===== config.mk =====
export PLATFORM = sky130hd
export DESIGN_NAME = irf_flags
export DESIGN_NICKNAME = d
export VERILOG_FILES = /design/src/rtl/irf_pkg.sv /design/src/rtl/irf_flags.sv
export SDC_FILE = /design/constraint.sdc
export NUM_CORES = 1
export LEC_CHECK = 0
export BUFFER_PORTS_ARGS = -buffer_cell sky130_fd_sc_hd__buf_4
export CORE_MARGIN = 1
export CORE_UTILIZATION = 40
export DETAILED_ROUTE_END_ITERATION = 12
export GPL_ROUTABILITY_DRIVEN = 0
export PLACE_DENSITY = 0.68
export SETUP_SLACK_MARGIN = 0.4
export SYNTH_ARGS = -nofsm -noshare
export SYNTH_HDL_FRONTEND = slang
export SYNTH_SLANG_ARGS = --single-unit

===== constraint.sdc =====
create_clock -name pclk -period 1.01 [get_ports pclk]
set_input_delay 0.0505 -clock pclk [delete_from_list [all_inputs] [get_ports pclk]]
set_output_delay 0.0505 -clock pclk [all_outputs]
set_load 0.02 [all_outputs]

===== src/rtl/irf_pkg.sv =====
package irf_pkg;

    // ------------------------------------------------------------
    // Register byte addresses
    // ------------------------------------------------------------
    localparam logic [7:0] ADDR_REQ_ONE = 8'h00;
    localparam logic [7:0] ADDR_REQ_TWO = 8'h04;
    localparam logic [7:0] ADDR_WAKE_REQ = 8'h08;
    localparam logic [7:0] ADDR_WAKE_EDGE = 8'h0c;
    localparam logic [7:0] ADDR_ENABLE_ONE = 8'h10;
    localparam logic [7:0] ADDR_ENABLE_TWO = 8'h14;
    localparam logic [7:0] ADDR_PIN_CONFIG = 8'h18;
    localparam logic [7:0] ADDR_WAKE_MODE = 8'h1c;

    // ------------------------------------------------------------
    // Field layout and fixed bits
    // ------------------------------------------------------------
    localparam logic [7:0] REQ_ONE_FLAGS = 8'h87;
    localparam logic [7:0] REQ_ONE_FIXED = 8'h78;
    localparam logic [7:0] REQ_TWO_FLAGS = 8'hcd;
    localparam logic [7:0] REQ_TWO_FIXED = 8'h32;
    localparam logic [7:0] ENABLE_ONE_BITS = 8'ha7;
    localparam logic [7:0] ENABLE_ONE_FIXED = 8'h58;
    localparam logic [7:0] ENABLE_TWO_BITS = 8'hcd;
    localparam logic [7:0] ENABLE_TWO_FIXED = 8'h32;
    localparam logic [7:0] PIN_CONFIG_BITS = 8'h7f;
    localparam int TIMER_A_BIT = 7;
    localparam int EVENT_PIN_BIT = 2;
    localparam int WAKE_ENABLE_BIT = 5;
    localparam int DIRECT_BIT = 7;
    localparam int CONVERTER_BIT = 6;
    localparam int TF_HIGH_BIT = 3;
    localparam int TF_LOW_BIT = 2;
    localparam int EVENT_CTR_BIT = 0;
    localparam int CFG_EVENT_SEL_LSB = 2;
    localparam int CFG_EVENT_ENABLE_BIT = 4;
    localparam int CFG_EDGE_ENABLE_LSB = 5;

    // ------------------------------------------------------------
    // Reset values and constants
    // ------------------------------------------------------------
    localparam logic [7:0] RESET_BYTE = 8'h00;
    localparam logic [7:0] COUNT_MAX = 8'hff;
    localparam logic [7:0] COUNT_ZERO = 8'h00;
    localparam int SYNC_WIDTH = 11;

    typedef struct packed {
        logic [7:0] wakeup_pin;
        logic [1:0] edge_request_pin;
        logic event_counter_pin;
    } irf_pins_t;

    typedef struct packed {
        logic [7:0] timer_a_count;
        logic direct_transfer_done;
        logic direct_transfer_enable;
        logic converter_start_busy_bit;
        logic timer_f_mode_16;
        logic timer_f_high_match;
        logic timer_f_low_match;
        logic timer_f_full_match;
        logic event_counter_mode_16;
        logic event_counter_upper_ovf;
        logic event_counter_lower_ovf;
        logic interrupt_accept;
    } irf_events_t;

    typedef struct packed {
        logic timer_a;
        logic wakeup;
        logic event_pin;
        logic [1:0] edge_pin;
        logic direct_transfer;
        logic converter;
        logic timer_f_high;
        logic timer_f_low;
        logic event_counter;
    } irf_requests_t;

endpackage


===== src/rtl/irf_flags.sv =====
// How it works
// - Timer-A flag sets when the timer-A count goes from ff to 00.
// - Accepting an interrupt leaves all request flags as they are.
// - A flag clears only when software writes 0; writing 1 keeps it.
// - First request register bits 6..3 read 1 and ignore writes.
// - Event pin flag sets on selected edge when pin is in interrupt use.
// - Edge pin n flag sets on its selected edge when pin n is enabled.
// - Direct-transfer flag sets on a direct transfer with enable bit at 1.
// - Converter flag sets when conversion ends and busy bit falls to 0.
// - Timer-F-high flag: high match in 8-bit mode, full match in 16-bit.
// - Timer-F-low flag sets on low match only in 8-bit mode.
// - Counter flag: upper overflow in 16-bit, either overflow in 8-bit mode.
// - Second request register bits 5, 4, 1 read 1 and ignore writes.
// - Wakeup pin n flag sets on its edge when pin is in wakeup use.
// - Wakeup edge bit n: 0 selects falling, 1 selects rising edge.
// - Reset clears the wakeup edge select register to 00.
// - Eleven external sources: eight wakeup, two edge pins, one event pin.
// - Event pin edge choice is falling, rising or both, by two bits.
// - A set flag is requested only while its enable bit is 1.
//
// Chosen here: the APB interface to the registers and the register addresses.
`timescale 1ns/100ps
`default_nettype none

module irf_flags (
    input wire logic pclk,
    input wire logic presetn,
    input wire logic psel,
    input wire logic penable,
    input wire logic pwrite,
    input wire logic [7:0] paddr,
    input wire logic [31:0] pwdata,
    output logic [31:0] prdata,
    output logic pready,
    output logic pslverr,
    input wire irf_pkg::irf_pins_t pins,
    input wire irf_pkg::irf_events_t events,
    output irf_pkg::irf_requests_t requests,
    output logic [7:0] request_flags_one,
    output logic [7:0] request_flags_two,
    output logic [7:0] wakeup_request_flags
);

    // ------------------------------------------------------------
    // Helpers
    // ------------------------------------------------------------

    // Edge test on synchronised samples, rise=1 rising, rise=0 falling
    function automatic logic edge_hit(input logic prev, input logic cur, input logic rise);
        edge_hit = rise ? (!prev && cur) : (prev && !cur);
    endfunction

    // Address decode shared by error response and write strobes
    function automatic logic is_mapped(input logic [7:0] addr);
        is_mapped = (addr == irf_pkg::ADDR_REQ_ONE) || (addr == irf_pkg::ADDR_REQ_TWO) ||
                    (addr == irf_pkg::ADDR_WAKE_REQ) || (addr == irf_pkg::ADDR_WAKE_EDGE) ||
                    (addr == irf_pkg::ADDR_ENABLE_ONE) || (addr == irf_pkg::ADDR_ENABLE_TWO) ||
                    (addr == irf_pkg::ADDR_PIN_CONFIG) || (addr == irf_pkg::ADDR_WAKE_MODE);
    endfunction

    // ------------------------------------------------------------
    // Storage
    // ------------------------------------------------------------
    logic [7:0] wakeup_edge_select;
    logic [7:0] enable_one;
    logic [7:0] enable_two;
    logic [7:0] pin_config;
    logic [7:0] wakeup_pin_mode;
    logic [irf_pkg::SYNC_WIDTH-1:0] sync_first;
    logic [irf_pkg::SYNC_WIDTH-1:0] sync_second;
    logic [irf_pkg::SYNC_WIDTH-1:0] sync_prev;
    logic [7:0] timer_a_prev;
    logic busy_prev;
    logic wr_access;
    logic setup_phase;
    logic [7:0] clear_keep;
    logic [7:0] set_one;
    logic [7:0] set_two;
    logic [7:0] set_wake;
    logic [7:0] next_rdata;

    // ------------------------------------------------------------
    // APB slave
    // ------------------------------------------------------------

    // Zero wait states; unmapped addresses answer with an error
    assign pready = 1'b1;
    assign pslverr = psel && penable && !is_mapped(paddr);
    assign wr_access = psel && penable && pwrite && is_mapped(paddr);
    assign setup_phase = psel && !penable;
    assign clear_keep = pwdata[7:0];

    // Read mux; fixed bits are ORed in so they always read as 1
    always_comb begin
        next_rdata = irf_pkg::RESET_BYTE;
        if (paddr == irf_pkg::ADDR_REQ_ONE) begin
            next_rdata = request_flags_one | irf_pkg::REQ_ONE_FIXED;
        end else if (paddr == irf_pkg::ADDR_REQ_TWO) begin
            next_rdata = request_flags_two | irf_pkg::REQ_TWO_FIXED;
        end else if (paddr == irf_pkg::ADDR_WAKE_REQ) begin
            next_rdata = wakeup_request_flags;
        end else if (paddr == irf_pkg::ADDR_WAKE_EDGE) begin
            next_rdata = wakeup_edge_select;
        end else if (paddr == irf_pkg::ADDR_ENABLE_ONE) begin
            next_rdata = enable_one | irf_pkg::ENABLE_ONE_FIXED;
        end else if (paddr == irf_pkg::ADDR_ENABLE_TWO) begin
            next_rdata = enable_two | irf_pkg::ENABLE_TWO_FIXED;
        end else if (paddr == irf_pkg::ADDR_PIN_CONFIG) begin
            next_rdata = pin_config;
        end else if (paddr == irf_pkg::ADDR_WAKE_MODE) begin
            next_rdata = wakeup_pin_mode;
        end
    end

    // Read data captured in the setup cycle so it leaves a flop
    always_ff @(posedge pclk or negedge presetn) begin
        if (!presetn) begin
            prdata <= 32'h0000_0000;
        end else if (setup_phase) begin
            prdata <= {24'h00_0000, next_rdata};
        end
    end

    // ------------------------------------------------------------
    // Plain read/write control registers
    // ------------------------------------------------------------

    // Wakeup edge select, cleared by reset
    always_ff @(posedge pclk or negedge presetn) begin
        if (!presetn) begin
            wakeup_edge_select <= irf_pkg::RESET_BYTE;
        end else if (wr_access && paddr == irf_pkg::ADDR_WAKE_EDGE) begin
            wakeup_edge_select <= pwdata[7:0];
        end
    end

    // Enable registers; only the defined bits are stored
    always_ff @(posedge pclk or negedge presetn) begin
        if (!presetn) begin
            enable_one <= irf_pkg::RESET_BYTE;
            enable_two <= irf_pkg::RESET_BYTE;
        end else if (wr_access) begin
            if (paddr == irf_pkg::ADDR_ENABLE_ONE) begin
                enable_one <= pwdata[7:0] & irf_pkg::ENABLE_ONE_BITS;
            end
            if (paddr == irf_pkg::ADDR_ENABLE_TWO) begin
                enable_two <= pwdata[7:0] & irf_pkg::ENABLE_TWO_BITS;
            end
        end
    end

    // Pin function and edge choices for the edge and event pins, and wakeup pin use
    always_ff @(posedge pclk or negedge presetn) begin
        if (!presetn) begin
            pin_config <= irf_pkg::RESET_BYTE;
            wakeup_pin_mode <= irf_pkg::RESET_BYTE;
        end else if (wr_access) begin
            if (paddr == irf_pkg::ADDR_PIN_CONFIG) begin
                pin_config <= pwdata[7:0] & irf_pkg::PIN_CONFIG_BITS;
            end
            if (paddr == irf_pkg::ADDR_WAKE_MODE) begin
                wakeup_pin_mode <= pwdata[7:0];
            end
        end
    end

    // ------------------------------------------------------------
    // Pin synchronisers and edge history
    // ------------------------------------------------------------

    // Two flops, then a third stage kept only as edge history
    always_ff @(posedge pclk or negedge presetn) begin
        if (!presetn) begin
            sync_first <= '0;
            sync_second <= '0;
            sync_prev <= '0;
        end else begin
            sync_first <= pins;
            sync_second <= sync_first;
            sync_prev <= sync_second;
        end
    end

    // History of peripheral levels for wrap and completion detection
    always_ff @(posedge pclk or negedge presetn) begin
        if (!presetn) begin
            timer_a_prev <= irf_pkg::COUNT_ZERO;
            busy_prev <= 1'b0;
        end else begin
            timer_a_prev <= events.timer_a_count;
            busy_prev <= events.converter_start_busy_bit;
        end
    end

    // ------------------------------------------------------------
    // Set conditions
    // ------------------------------------------------------------

    // Pin edges: bits 10..3 wakeup, 2..1 edge pins, 0 event pin
    always_comb begin
        set_one = irf_pkg::RESET_BYTE;
        set_two = irf_pkg::RESET_BYTE;
        set_wake = irf_pkg::RESET_BYTE;
        set_one[irf_pkg::TIMER_A_BIT] = (timer_a_prev == irf_pkg::COUNT_MAX) &&
                                        (events.timer_a_count == irf_pkg::COUNT_ZERO);
        // Event pin: 00 falling, 01 rising, 1x both edges
        if (pin_config[irf_pkg::CFG_EVENT_ENABLE_BIT]) begin
            if (pin_config[irf_pkg::CFG_EVENT_SEL_LSB+1]) begin
                set_one[irf_pkg::EVENT_PIN_BIT] = sync_prev[0] != sync_second[0];
            end else begin
                set_one[irf_pkg::EVENT_PIN_BIT] = edge_hit(sync_prev[0], sync_second[0],
                                                           pin_config[irf_pkg::CFG_EVENT_SEL_LSB]);
            end
        end
        for (int n = 0; n < 2; n++) begin
            set_one[n] = pin_config[irf_pkg::CFG_EDGE_ENABLE_LSB+n] &&
                         edge_hit(sync_prev[n+1], sync_second[n+1], pin_config[n]);
        end
        for (int n = 0; n < 8; n++) begin
            set_wake[n] = wakeup_pin_mode[n] &&
                          edge_hit(sync_prev[n+3], sync_second[n+3], wakeup_edge_select[n]);
        end
        set_two[irf_pkg::DIRECT_BIT] = events.direct_transfer_done && events.direct_transfer_enable;
        set_two[irf_pkg::CONVERTER_BIT] = busy_prev && !events.converter_start_busy_bit;
        set_two[irf_pkg::TF_HIGH_BIT] = events.timer_f_mode_16 ? events.timer_f_full_match
                                                               : events.timer_f_high_match;
        set_two[irf_pkg::TF_LOW_BIT] = !events.timer_f_mode_16 && events.timer_f_low_match;
        set_two[irf_pkg::EVENT_CTR_BIT] = events.event_counter_upper_ovf ||
                                          (!events.event_counter_mode_16 &&
                                           events.event_counter_lower_ovf);
    end

    // ------------------------------------------------------------
    // Request flag registers
    // ------------------------------------------------------------

    // Written 0 clears, written 1 keeps, set wins over clear.
    // Interrupt acceptance is deliberately not an input to these flops.
    always_ff @(posedge pclk or negedge presetn) begin
        if (!presetn) begin
            request_flags_one <= irf_pkg::RESET_BYTE;
        end else if (wr_access && paddr == irf_pkg::ADDR_REQ_ONE) begin
            request_flags_one <= ((request_flags_one & clear_keep) | set_one) & irf_pkg::REQ_ONE_FLAGS;
        end else begin
            request_flags_one <= (request_flags_one | set_one) & irf_pkg::REQ_ONE_FLAGS;
        end
    end

    // Same scheme; fixed bits never stored so writes cannot move them
    always_ff @(posedge pclk or negedge presetn) begin
        if (!presetn) begin
            request_flags_two <= irf_pkg::RESET_BYTE;
        end else if (wr_access && paddr == irf_pkg::ADDR_REQ_TWO) begin
            request_flags_two <= ((request_flags_two & clear_keep) | set_two) & irf_pkg::REQ_TWO_FLAGS;
        end else begin
            request_flags_two <= (request_flags_two | set_two) & irf_pkg::REQ_TWO_FLAGS;
        end
    end

    // Wakeup flags, all eight bits are flags
    always_ff @(posedge pclk or negedge presetn) begin
        if (!presetn) begin
            wakeup_request_flags <= irf_pkg::RESET_BYTE;
        end else if (wr_access && paddr == irf_pkg::ADDR_WAKE_REQ) begin
            wakeup_request_flags <= (wakeup_request_flags & clear_keep) | set_wake;
        end else begin
            wakeup_request_flags <= wakeup_request_flags | set_wake;
        end
    end

    // ------------------------------------------------------------
    // Requests to the interrupt controller
    // ------------------------------------------------------------

    // Registered, so a request lags its flag by one cycle
    always_ff @(posedge pclk or negedge presetn) begin
        if (!presetn) begin
            requests <= '0;
        end else begin
            requests.timer_a <= request_flags_one[irf_pkg::TIMER_A_BIT] &&
                                enable_one[irf_pkg::TIMER_A_BIT];
            requests.wakeup <= (|wakeup_request_flags) && enable_one[irf_pkg::WAKE_ENABLE_BIT];
            requests.event_pin <= request_flags_one[irf_pkg::EVENT_PIN_BIT] &&
                                  enable_one[irf_pkg::EVENT_PIN_BIT];
            requests.edge_pin <= request_flags_one[1:0] & enable_one[1:0];
            requests.direct_transfer <= request_flags_two[irf_pkg::DIRECT_BIT] &&
                                        enable_two[irf_pkg::DIRECT_BIT];
            requests.converter <= request_flags_two[irf_pkg::CONVERTER_BIT] &&
                                  enable_two[irf_pkg::CONVERTER_BIT];
            requests.timer_f_high <= request_flags_two[irf_pkg::TF_HIGH_BIT] &&
                                     enable_two[irf_pkg::TF_HIGH_BIT];
            requests.timer_f_low <= request_flags_two[irf_pkg::TF_LOW_BIT] &&
                                    enable_two[irf_pkg::TF_LOW_BIT];
            requests.event_counter <= request_flags_two[irf_pkg::EVENT_CTR_BIT] &&
                                      enable_two[irf_pkg::EVENT_CTR_BIT];
        end
    end

endmodule

`default_nettype wire


Yosys cells after proc, flatten, opt, wreduce, memory -nomap -nowiden
Index checks and enable logic that the tools add are counted.
Word-level totals
  register bits after elaboration: 117
Cells by class
  mux-type cells: 25
  bitwise operators: 10
  equality and inequality tests: 9
  reduce and logical (&&, ||, !) cells: 96
Operators with widths (count)
  2-to-1 mux 8 bit: 11
  logical AND 1 bit: 54
  bitwise OR 8 bit: 6
  equality test 8 x 5 -> 1 bit (second input constant): 4
  logical NOT 1 bit: 27
  AND 8 bit: 3
  equality test 8 x 4 -> 1 bit (second input constant): 2
  logical NOT 8 bit: 2
  2-to-1 mux 1 bit: 14
  equality test 8 x 3 -> 1 bit (second input constant): 1
  equality test 8 bit (second input constant): 1
  logical OR 1 bit: 8
  AND reduction 2 bit: 4
  OR reduction 8 bit: 1
  AND 2 bit: 1
  != test 1 bit: 1

Longest topological paths before layout
Gate-level depths: netlist of the first run.
  depth after elaboration: 11
  mapped depth: 6
  depth with buffers taken out: 5

Worst setup path after synthesis of the first run
OpenSTA, ideal clock, no wires.
  path kind: in2reg
  start: input paddr[7]
  end: register enable_two[0]
  path slack: -0.461 ns
  stages: 5
  arrival: 1.346 ns
  required time: 0.885 ns
  library setup time: 0.125 ns
  path buffers: 1
  path through: nor3_4 -> nand4_4 -> or3b_1 -> buf_6 -> mux2_4
On the way
  word-level cells in the longest chain between the ends: 10
  elaborated cells on any way between the ends: 17
  classes of those cells: 7 x eq/ne; 10 x reduce/logical
Ends and longest elaborated chain
  from (decl): RTL line irf_flags.sv:31  | input wire logic [7:0] paddr,
  equality test 8 x 3 -> 1 bit or logical NOT 8 bit (tied branches): RTL line irf_flags.sv:55  | is_mapped = (addr == irf_pkg::ADDR_REQ_ONE) || (addr == irf_pkg::ADDR_REQ_TWO) ||
  logical OR 1 bit (2 in series): RTL line irf_flags.sv:55
  logical OR 1 bit (2 in series): RTL line irf_flags.sv:56  | (addr == irf_pkg::ADDR_WAKE_REQ) || (addr == irf_pkg::ADDR_WAKE_EDGE) ||
  logical OR 1 bit (2 in series): RTL line irf_flags.sv:57  | (addr == irf_pkg::ADDR_ENABLE_ONE) || (addr == irf_pkg::ADDR_ENABLE_TWO) ||
  logical OR 1 bit: RTL line irf_flags.sv:58  | (addr == irf_pkg::ADDR_PIN_CONFIG) || (addr == irf_pkg::ADDR_WAKE_MODE);
  logical AND 1 bit: RTL line irf_flags.sv:89  | assign wr_access = psel && penable && pwrite && is_mapped(paddr);
  AND reduction 2 bit (no line) (*)
  to (signal assigned): RTL line irf_flags.sv:141  | enable_two <= irf_pkg::RESET_BYTE;
  to (signal assigned): RTL line irf_flags.sv:147  | enable_two <= pwdata[7:0] & irf_pkg::ENABLE_TWO_BITS;
  to (decl): RTL line irf_flags.sv:66  | logic [7:0] enable_two;
Every way passes the cells marked *; elsewhere a longest branch is shown, timed or not.
A chain may end at the register's enable or synchronous reset.

Final worst setup path of the first run
  start: register sync_second[0] in the netlist's numbering
  end: register request_flags_one[2]
On the way
  word-level cells in the longest chain between the ends: 7
  elaborated cells on any way between the ends: 10
  classes of those cells: 1 x eq/ne; 4 x mux; 2 x bitwise; 3 x reduce/logical
Ends and longest elaborated chain
  from (decl): RTL line irf_flags.sv:70  | logic [irf_pkg::SYNC_WIDTH-1:0] sync_second;
  from (signal assigned): RTL line irf_flags.sv:179  | sync_second <= sync_first;
  logical NOT 1 bit: RTL line irf_flags.sv:50  | edge_hit = rise ? (!prev && cur) : (prev && !cur);
  logical AND 1 bit: RTL line irf_flags.sv:50
  2-to-1 mux 1 bit: RTL line irf_flags.sv:50
  2-to-1 mux 1 bit (*): RTL line irf_flags.sv:208  | if (pin_config[irf_pkg::CFG_EVENT_SEL_LSB+1]) begin
  2-to-1 mux 1 bit (*): RTL line irf_flags.sv:207  | if (pin_config[irf_pkg::CFG_EVENT_ENABLE_BIT]) begin
  bitwise OR 8 bit (on tied branches): RTL line irf_flags.sv:245, irf_flags.sv:243
  2-to-1 mux 8 bit (*): RTL line irf_flags.sv:242  | end else if (wr_access && paddr == irf_pkg::ADDR_REQ_ONE) begin
  to (signal assigned): RTL line irf_flags.sv:241  | request_flags_one <= irf_pkg::RESET_BYTE;
  to (signal assigned): RTL line irf_flags.sv:243  | request_flags_one <= ((request_flags_one & clear_keep) | set_one) & irf_pkg::REQ_ONE_FLAGS;
  to (signal assigned): RTL line irf_flags.sv:245  | request_flags_one <= (request_flags_one | set_one) & irf_pkg::REQ_ONE_FLAGS;
  to (decl): RTL line irf_flags.sv:39  | output logic [7:0] request_flags_one,
Marks and branches as above.

==> results.cfg, run 1 <==
[run_status]
status = finished, violations left
violations = negative hold slack, negative setup slack

[sta]
max_freq_mhz = 785
slew_viol_final = 0
setup_viol = 53
finClkSkew_ns = 0.00595
whs_ns = -0.0894
final.period_utilization = 1.26
fin_crit_ns = 1.27
rsz0062_at_grt = true
worst_slack_ns = -0.264
hold_viol = 16

[grt]
grt_pass1_wl_mm = 19.9
grt_max_degree = 38
grt_util_all_layers = 0.212
grt-ovfl-total = 0
grt_pass1_vias = 3855
antenna_found_initial = 0

[finish]
drive_gt1_frac = 0.532
area_growth_pct = 57.3
nets = 668
antenna_cells = 0
final_util = 0.647
fillers = 832

[hold_path]
hp-class = in2reg
hold_depth = 3

[worst_setup_path]
worstSetupPathType = reg2reg
worstPathArrival_ns = 1.51
reg2reg_to = request_flags_one[2]
crit_path_end = request_flags_one[2]
crit_required_ns = 1.24
cp_max_fo = 3
worst_path_max_delay_cell = dfrtp_1
r2r_slack_ns = -0.26
slowest_delay_ns = 0.39
r2r_cells = 5
crit_chain = inv_1, ha_2, mux2_2, o211ai_1, nand2_1
setup.worst_path.start = sync_second[0]
cp-end-kind = flop
critPathLaunchType = flop
worstReg2RegStart = sync_second[0]

[clock_tree]
root_buffer = clkbuf_16
cts_buffers = 9
cts_tree = done
cts_max_path_buffers = 2
clk_pin_slew_ns = 0.07
clock_sinks = 110
h-tree-depth = 3
insertion_delay_ns = 0.35

[floorplan]
chipHeight_microns = 111
die_w_microns = 111
die_area_sq_um = 12200
core.rowCount = 39
io_pins = 143
start_util = 0.411
core_area_sq_um = 11500

[yosys]
synth_area_leader_cell = dfrtp_1
synth_warnings = 0
synth_xor_area_frac = 0
synth_fa_ha_area_frac = 0.00531
synthFlopType = dfrtp_1
ys_ff_latch = 110
synth_area_sq_um = 4720
synth-edff-count = 0
async_flop_share = 1.00
ys_seq_area_frac = 0.584
synth.area.mux_share = 0.125
synth_top_family_by_area = simple AND/OR/NAND/NOR gates
synth_top_area_frac = 0.584
synth.avg_cell_area_sq_um = 12.4
synth.area.top_cells = dfrtp_1, mux2_2, buf_4, nand2_1, mux2i_1
netlist_instances = 380
synth_compound_area_frac = 0.0884
synth-simple-area-share = 0.126
ys_types = 51

[pwr]
vdd_drop_max_v = 0.00109
power_density_nw_per_um2 = 1210
total_leakage_power_nw = 3.53
finalPower_mw = 9.00

[detailed_routing]
drtIter0Drc = 153
post_drt_wl_per_cell_microns = 16.8
dr.pass1.iters = 4
vias_per_cell = 5.01
drc = 0
ant_nets = 0
vias = 3704
finalWirelength_mm = 12.4

[placed_design]
io_buffers = 85
dp_hpwl_mm = 8.25

[flow_run]
maxCapViolCount = 0
==> what timing repair did <==
action,4_1_cts,5_1_grt
pin swaps,31,13
endpoints found under the setup margin,104,104
hold buffers,25,1
setup buffers,23,10
hold endpoints to repair,156,17
gates resized for setup,142,26
==> layout make-up <==
type	instances	area [sq um]	share of cell area
tap	143	179	0.0241
clock buffer	11	243	0.0327
multi-input combinational	247	2120	0.286
timing repair buffer	215	2030	0.274
sequential	110	2770	0.374
inverter	8	30.0	0.00405
clock inverter	5	41.3	0.00556
==> kinds of logic after synthesis <==
logic type                 count (synthesis)
muxes                                     51
buffers and inverters                     53
DFF                                      110
and+or+nand+nor                          100
AOI/OAI and AO/OA                         62
other                                      2
adders and majority gates                  2
==> Yosys cell counts, types with 4 or more instances <==
cell,n
dfrtp_1,110
mux2_2,33
nand2_1,33
buf_4,32
o21ai_0,23
mux2i_1,12
nor3b_1,12
and2_1,10
inv_1,8
o41ai_1,8
and3b_1,7
clkbuf_1,7
nor2_1,7
mux2_4,5
o31ai_1,5
a2bb2oi_1,4
nand3_1,4
nand4_1,4
nor4_1,4
o22ai_1,4
==> layout by cell type (no fill, tap or decap), types with 3 or more instances in the layout <==
| cell type | count |
|---|---|
| nand2b_1 | 3 |
| conb_1 | 32 |
| buf_12 | 4 |
| inv_1 | 8 |
| o31ai_4 | 5 |
| clkbuf_16 | 9 |
| o21ai_1 | 16 |
| mux2i_1 | 12 |
| dlygate4sd3_1 | 25 |
| dfrtp_2 | 16 |
| mux2_2 | 20 |
| and3b_1 | 7 |
| nor3b_1 | 5 |
| buf_6 | 82 |
| nand3_1 | 4 |
| a21oi_1 | 3 |
| o21ai_2 | 6 |
| o41ai_2 | 4 |
| nor4_2 | 3 |
| nand4_1 | 4 |
| nor2_1 | 6 |
| o41ai_1 | 3 |
| nor3b_2 | 7 |
| nand2_1 | 33 |
| mux2_4 | 18 |
| buf_4 | 104 |
| o21a_1 | 3 |
| and2_4 | 11 |
| dfrtp_1 | 94 |
==> sequential cells by signal, summed over array words and instances (netlist names), 8 cells and up <==
signal	cells
prdata	8
requests	10
sync_first	11
sync_prev	11
sync_second	11
timer_a_prev	8
wakeup_edge_select	8
wakeup_pin_mode	8
wakeup_request_flags	8
==> per-layer routing <==
| layer | up-vias | GRT usage | part of all wire |
|---|---|---|---|
| met5 | - | 0 | 0 |
| met4 | 0 | 0.0818 | 0.021 |
| met3 | 20 | 0.0461 | 0.045 |
| met2 | 116 | 0.357 | 0.51 |
| met1 | 1854 | 0.266 | 0.43 |
| li1 | 1714 | - | - |
==> metrics by stage <==
stage	setup slack (ns)	TNS, ns	instance area [sq um]	std cells
global route	-0.312	-4.54	7420	739
CTS	-0.254	-2.85	7210	729
detailed placement	-0.545	-21.71	5980	665
finish	-0.264	-3.22	7420	739
global placement	-0.523	-20.29	5980	665
floorplan	-0.428	-10.55	4950	410
==> critical path: cells and delay by family, from the launching register on <==
| family | cells | cell delay, ns |
|---|---|---|
| flops | 1 | 0.39 |
| simple gates | 1 | 0.09 |
| compound gates | 1 | 0.20 |
| fa+ha+maj | 1 | 0.16 |
| mux | 1 | 0.25 |
| buf+inv | 1 | 0.06 |
==> report_power, final <==
part	total, mW	internal, mW	switching, mW
Clock	3.36	1.76	1.60
Sequential	4.59	4.52	0.0653
Combinational	1.06	0.498	0.559
==> worst min-delay path by stage <==
stage / endpoint / slack (ns) / from
3_3_place_gp: sync_first[7] / -0.09 / presetn
2_1_floorplan: busy_prev / -0.25 / presetn
4_1_cts: request_flags_two[0] / -0.09 / events[2]
3_5_place_dp: sync_first[7] / -0.08 / presetn
5_1_grt: request_flags_two[0] / -0.08 / events[2]
6_report: request_flags_two[0] / -0.09 / events[2]
(Power assumes the default switching activity.)
==> run 2, diff against run 1 <==
Settings changed: PLACE_DENSITY 0.68 to default, PLACE_DENSITY_LB_ADDON from default to 0.05.
Clock period 1.01 ns to 1.6 ns, I/O delays scaled along.
==> run 2 against run 1 <==
Net effect: the flow now finishes without violations; sequential cell count unchanged; routed wire length is 13% lower; non-clock buffer count decreased by 66; clock-buffer cell count decreased by 1; hold slack gained 0.10 ns; via count shrank 11%; clock skew fell by 0.00078 ns; total power shrank 36%; clock power fell by 30%.
==> results.cfg, run 2 (synthesized netlist as in run 1, its figures left out) <==
[worst_setup_path]
r2r_slack_ns = 0.38
r2r_cells = 3
crit_required_ns = 1.82
worstReg2RegStart = wakeup_pin_mode[4]
worstPathArrival_ns = 1.44
worst_path_max_delay_cell = mux4_2
slowest_delay_ns = 0.52
setup.worst_path.start = wakeup_pin_mode[4]
reg2reg_to = prdata[4]
cp_max_fo = 3
critPathLaunchType = flop
cp-end-kind = flop
crit_chain = mux4_2, nor2b_1, o21ai_1
worstSetupPathType = reg2reg

[hold_path]
hp-class = in2reg
hold_depth = 3
min_from = pwdata[5]
whs_endpoint = wakeup_request_flags[5]

[floorplan]
core_area_sq_um = 11500
die_w_microns = 111
io_pins = 143
die_area_sq_um = 12200
chipHeight_microns = 111
start_util = 0.411
core.rowCount = 39

[placed_design]
io_buffers = 85
placed_cells = 614
dp_hpwl_mm = 7.53

[detailed_routing]
drc = 0
vias_per_cell = 4.91
vias = 3299
drtIter0Drc = 111
ant_nets = 0
finalWirelength_mm = 10.9
dr.pass1.iters = 4
post_drt_wl_per_cell_microns = 16.1

[finish]
final_common_cell = buf_4
layout.cells.non_filler = 672
top_regs = sync_first (11), sync_prev (11), sync_second (11)
layout_common_cells = buf_4, dfrtp_1, nand2_1, mux2_2, conb_1
antenna_cells = 0
area_growth_pct = 33.6
fillers = 1029
nets = 602
drive_gt1_frac = 0.357

[clock_tree]
insertion_delay_ns = 0.34
clock_sinks = 110
cts_tree = done
cts_buffers = 9
h-tree-depth = 3
cts_max_path_buffers = 2
clk_pin_slew_ns = 0.07
root_buffer = clkbuf_16

[pwr]
power_density_nw_per_um2 = 918
total_leakage_power_nw = 2.98
vdd_drop_max_v = 0.000554

[sta]
finClkSkew_ns = 0.00517
fin_crit_ns = 1.22
setup_viol = 0
max_freq_mhz = 817
tns_ns = 0
rsz0062_at_grt = true
final.period_utilization = 0.765
slew_viol_final = 0
hold_viol = 0

[flow_run]
maxCapViolCount = 0

[grt]
antenna_found_initial = 0
grt_max_degree = 45
grt_pass1_vias = 3263
grt_util_all_layers = 0.185
grt_pass1_wl_mm = 17.4
grt-ovfl-total = 0

[run_status]
status = complete, no violations
-- run 2: changes by cell type in the layout (fill, tap and decap cells not counted), sizes merged --
cell	before	now
dlygate4sd3	25	30
inv	10	9
buf	190	119
clkbuf	11	10
clkinv	1	0
bufinv	0	2
-- run 2: critical path, delay by kind of cell (launching register included) --
| family | cells | cell delay (ns) |
|---|---|---|
| compound gates | 1 | 0.07 |
| flops | 1 | 0.39 |
| mux | 1 | 0.52 |
| simple gates | 1 | 0.13 |
-- run 2: stage by stage --
stage	hold WS [ns]	worst slack, ns	cell area (sq um)	utilization	power, mW
after floorplan	-0.216	0.132	4840	-	3.22
after global placement	0.0704	0.0154	5540	0.483	3.42
after detailed placement	0.0699	0.00624	5540	0.483	3.43
after CTS	0.00200	0.359	6220	0.542	5.86
after global routing	0.00557	0.288	6300	0.549	6.03
final	0.0127	0.376	6300	0.549	5.78
-- run 2: worst max-delay path by stage --
stage	to	slack, ns	cells after the start
2_1_floorplan	enable_two[0]	0.13	5
3_3_place_gp	enable_two[3]	0.02	5
3_5_place_dp	enable_two[0]	0.006	5
4_1_cts	request_flags_one[2]	0.36	5
5_1_grt	request_flags_one[2]	0.29	5
6_report	prdata[4]	0.38	3
-- run 2: area by class of cell --
| class | count | area (sq um) | share of cell area |
|---|---|---|---|
| sequential | 110 | 2760 | 0.437 |
| timing repair buffer | 149 | 1220 | 0.194 |
| clock inverter | 5 | 83.8 | 0.0133 |
| clock buffer | 10 | 229 | 0.0364 |
| inverter | 8 | 30.0 | 0.00477 |
| tap | 143 | 179 | 0.0284 |
| multi-input combinational | 247 | 1800 | 0.286 |
-- run 2: timing repair --
item | CTS | global route
pin swaps | 3 | 5
gates resized for setup | 6 | 12
buffers inserted | 7 | 6
endpoints found under the hold margin | 60 | 0
hold buffers | 30 | 0
setup endpoints to repair | 13 | 18
-- run 2: power by group --
| group | switching [mW] | total [mW] | internal (mW) |
|---|---|---|---|
| combinational | 0.305 | 0.551 | 0.246 |
| sequential | 0.0383 | 2.89 | 2.85 |
| clock | 0.971 | 2.34 | 1.37 |
-- run 2: metal layers --
metal	routed length, microns	track usage	vias up
met4	125	0.0524	0
met5	0	0	-
met1	5100	0.259	1606
met3	577	0.0384	8
met2	5050	0.290	106
li1	-	-	1579
==> run 3, diff against run 2 <==
Settings changed: ABC_AREA from default to 1.
Clock period 1.6 ns to 1.1 ns, I/O delays scaled along.
==> run 3 against run 2 <==
Net effect: the run now ends with negative hold slack, negative setup slack left; cell count grew 43%; cell area grew 29%; routed wire length grew 41%; sequential cell count is the same; register-to-register slack lost 0.55 ns; clock-buffer cell count grew 3; critical path type unchanged; clock skew grew 0.00094 ns; via count grew 41%; critical endpoint is now request_flags_one[2]; synthesized cell count grew 50%; clock power grew 33%.
==> results.cfg, run 3 <==
[run_status]
status = finished, violations left
violations = negative hold slack, negative setup slack

[floorplan]
chipHeight_microns = 114
io_pins = 143
start_util = 0.415
die_w_microns = 114
die_area_sq_um = 13100
core.rowCount = 40
core_area_sq_um = 12200

[sta]
hold_viol = 2
finClkSkew_ns = 0.00611
fin_crit_ns = 1.27
setup_viol = 49
slew_viol_final = 0
whs_ns = -0.0797
max_freq_mhz = 786
worst_slack_ns = -0.173
final.period_utilization = 1.16
rsz0062_at_grt = true

[clock_tree]
cts_tree = done
cts_buffers = 9
insertion_delay_ns = 0.36
cts_max_path_buffers = 2
cts_hold_buf = 25
clock_sinks = 110
clk_pin_slew_ns = 0.07
h-tree-depth = 3
root_buffer = clkbuf_16

[yosys]
synth_compound_area_frac = 0.0655
ys_types = 32
synth_area_sq_um = 5040
synth.area.top_cells = dfrtp_1, nand2_1, inv_1, buf_4, nand4_1
synth_xor_area_frac = 0
synth_top_family_by_area = simple AND/OR/NAND/NOR gates
synthFlopType = dfrtp_1
synth-simple-area-share = 0.266
ys_seq_area_frac = 0.546
synth-edff-count = 0
synth.area.mux_share = 0.00422
synth_warnings = 0
synth_area_leader_cell = dfrtp_1
async_flop_share = 1.00
synth.avg_cell_area_sq_um = 8.86
synth_common_cells = nand2_1, dfrtp_1, inv_1, nor2_1, buf_4
synth_fa_ha_area_frac = 0.00496
synth_most_common_cell = nand2_1
ys_ff_latch = 110
synth_top_area_frac = 0.546
netlist_instances = 569

[worst_setup_path]
crit_chain = inv_1, ha_2, mux2_2, o211ai_1, nand3_1
crit_required_ns = 1.33
worst_path_max_delay_cell = dfrtp_1
worstSetupPathType = reg2reg
cp-end-kind = flop
worstPathArrival_ns = 1.50
critPathLaunchType = flop
cp_max_fo = 2
slowest_delay_ns = 0.35

[pwr]
power_density_nw_per_um2 = 1010
vdd_drop_max_v = 0.000930
total_leakage_power_nw = 3.92

[grt]
grt_pass1_vias = 4452
antenna_found_initial = 0
met3_usage = 0.0376
grt_max_degree = 40
globalRouteMet2Util = 0.369
grt-ovfl-total = 0
grt_pass1_wl_mm = 23.3
met1_usage = 0.334
grt_util_all_layers = 0.239
grt-busiest-layer = met2

[detailed_routing]
dr.pass1.iters = 5
vias_per_cell = 4.85
drtIter0Drc = 242
finalWirelength_mm = 15.3
post_drt_wl_per_cell_microns = 15.9
vias = 4667
ant_nets = 0
drc = 0

[placed_design]
pre_cts_slack_ns = -0.441
placed_area_sq_um = 6190
io_buffers = 85
placed_cells = 854
dp_hpwl_mm = 9.68

[finish]
drive_gt1_frac = 0.464
final_common_cell = nand2_1
area_growth_pct = 61.4
layout.cells.non_filler = 963
fillers = 995
nets = 867
top_regs = sync_first (11), sync_prev (11), sync_second (11)
antenna_cells = 0
fin_area_sq_um = 8140
layout_common_cells = nand2_1, buf_4, dfrtp_1, buf_6, inv_1

[flow_run]
maxCapViolCount = 0

[hold_path]
hp-class = in2reg
run 3: changes by cell type after synthesis, moves of 20 or more:
| cell | previous run | this run |
|---|---|---|
| o21ai_1 | 0 | 23 |
| nor2_1 | 7 | 36 |
| nand3_1 | 4 | 29 |
| mux2_2 | 33 | 1 |
| nand2_1 | 33 | 147 |
| nand4_1 | 4 | 24 |
| inv_1 | 8 | 71 |
run 3: through the flow:
step | hold WS [ns] | power (mW) | util | setup TNS, ns
global placement | -0.0298 | 5.00 | 0.509 | -18.15
CTS | -0.0892 | 8.26 | 0.617 | -0.556
detailed placement | -0.0263 | 5.01 | 0.509 | -21.49
global route | -0.0793 | 8.56 | 0.669 | -5.61
floorplan | -0.241 | 4.67 | - | -6.14
finish | -0.0797 | 8.24 | 0.669 | -2.46
run 3: kinds of logic after synthesis:
| group | after synthesis |
|---|---|
| other | 2 |
| adder cells (fa/ha/maj) | 2 |
| buffers and inverters | 114 |
| multiplexers | 2 |
| AND/OR/NAND/NOR | 275 |
| flip-flops | 110 |
| AO/OA/AOI/OAI | 64 |
run 3: where the power goes:
group	switching [mW]	internal, mW	leakage, nW	total, mW
clock network	1.46	1.66	0.132	3.12
logic	0.520	0.408	2.45	0.928
registers	0.0485	4.14	1.34	4.19
run 3: path summary, 6_finish.rpt:
path	cells after the start	from	endpoint	slack [ns]
worst max-delay path	5	sync_prev[0]	request_flags_one[2]	-0.17
worst min-delay path	3	events[2]	request_flags_two[0]	-0.08
worst max register to register	5	sync_prev[0]	request_flags_one[2]	-0.17
worst min register to register	0	sync_first[6]	sync_second[6]	0.35
max in group asynchronous	3	presetn	request_flags_two[0]	0.50
min in group asynchronous	2	presetn	pin_config[1]	0.11
run 3: layout make-up:
type	instances	area [sq um]	share of cell area
clock buffers	13	260	0.0320
clock inverters	3	20.0	0.00246
inverters	73	280	0.0344
multi-input cells	379	2400	0.295
flip-flops and latches	110	2770	0.340
well taps	168	210	0.0258
repair buffers	217	2200	0.270
run 3: timing repair:
action	in CTS	in global routing
buffers inserted	32	27
endpoints found under the setup margin	95	145
gates cloned	7	2
hold endpoints to repair	137	2
pin swaps	43	55
gates resized for setup	123	117
run 3: critical path, delay by kind of cell, from the launching register on:
family,cells,cell delay (ns)
adders and majority gates,1,0.17
DFF,1,0.35
and+or+nand+nor,1,0.10
buffers and inverters,1,0.05
AOI/OAI and AO/OA,1,0.22
muxes,1,0.25
run 3: routing by layer:
metal  share of wire  vias to the layer above
met2            0.47                      178
met5               0                        -
met3           0.059                       29
met4           0.028                        0
met1            0.44                     2232
li1                -                     2228
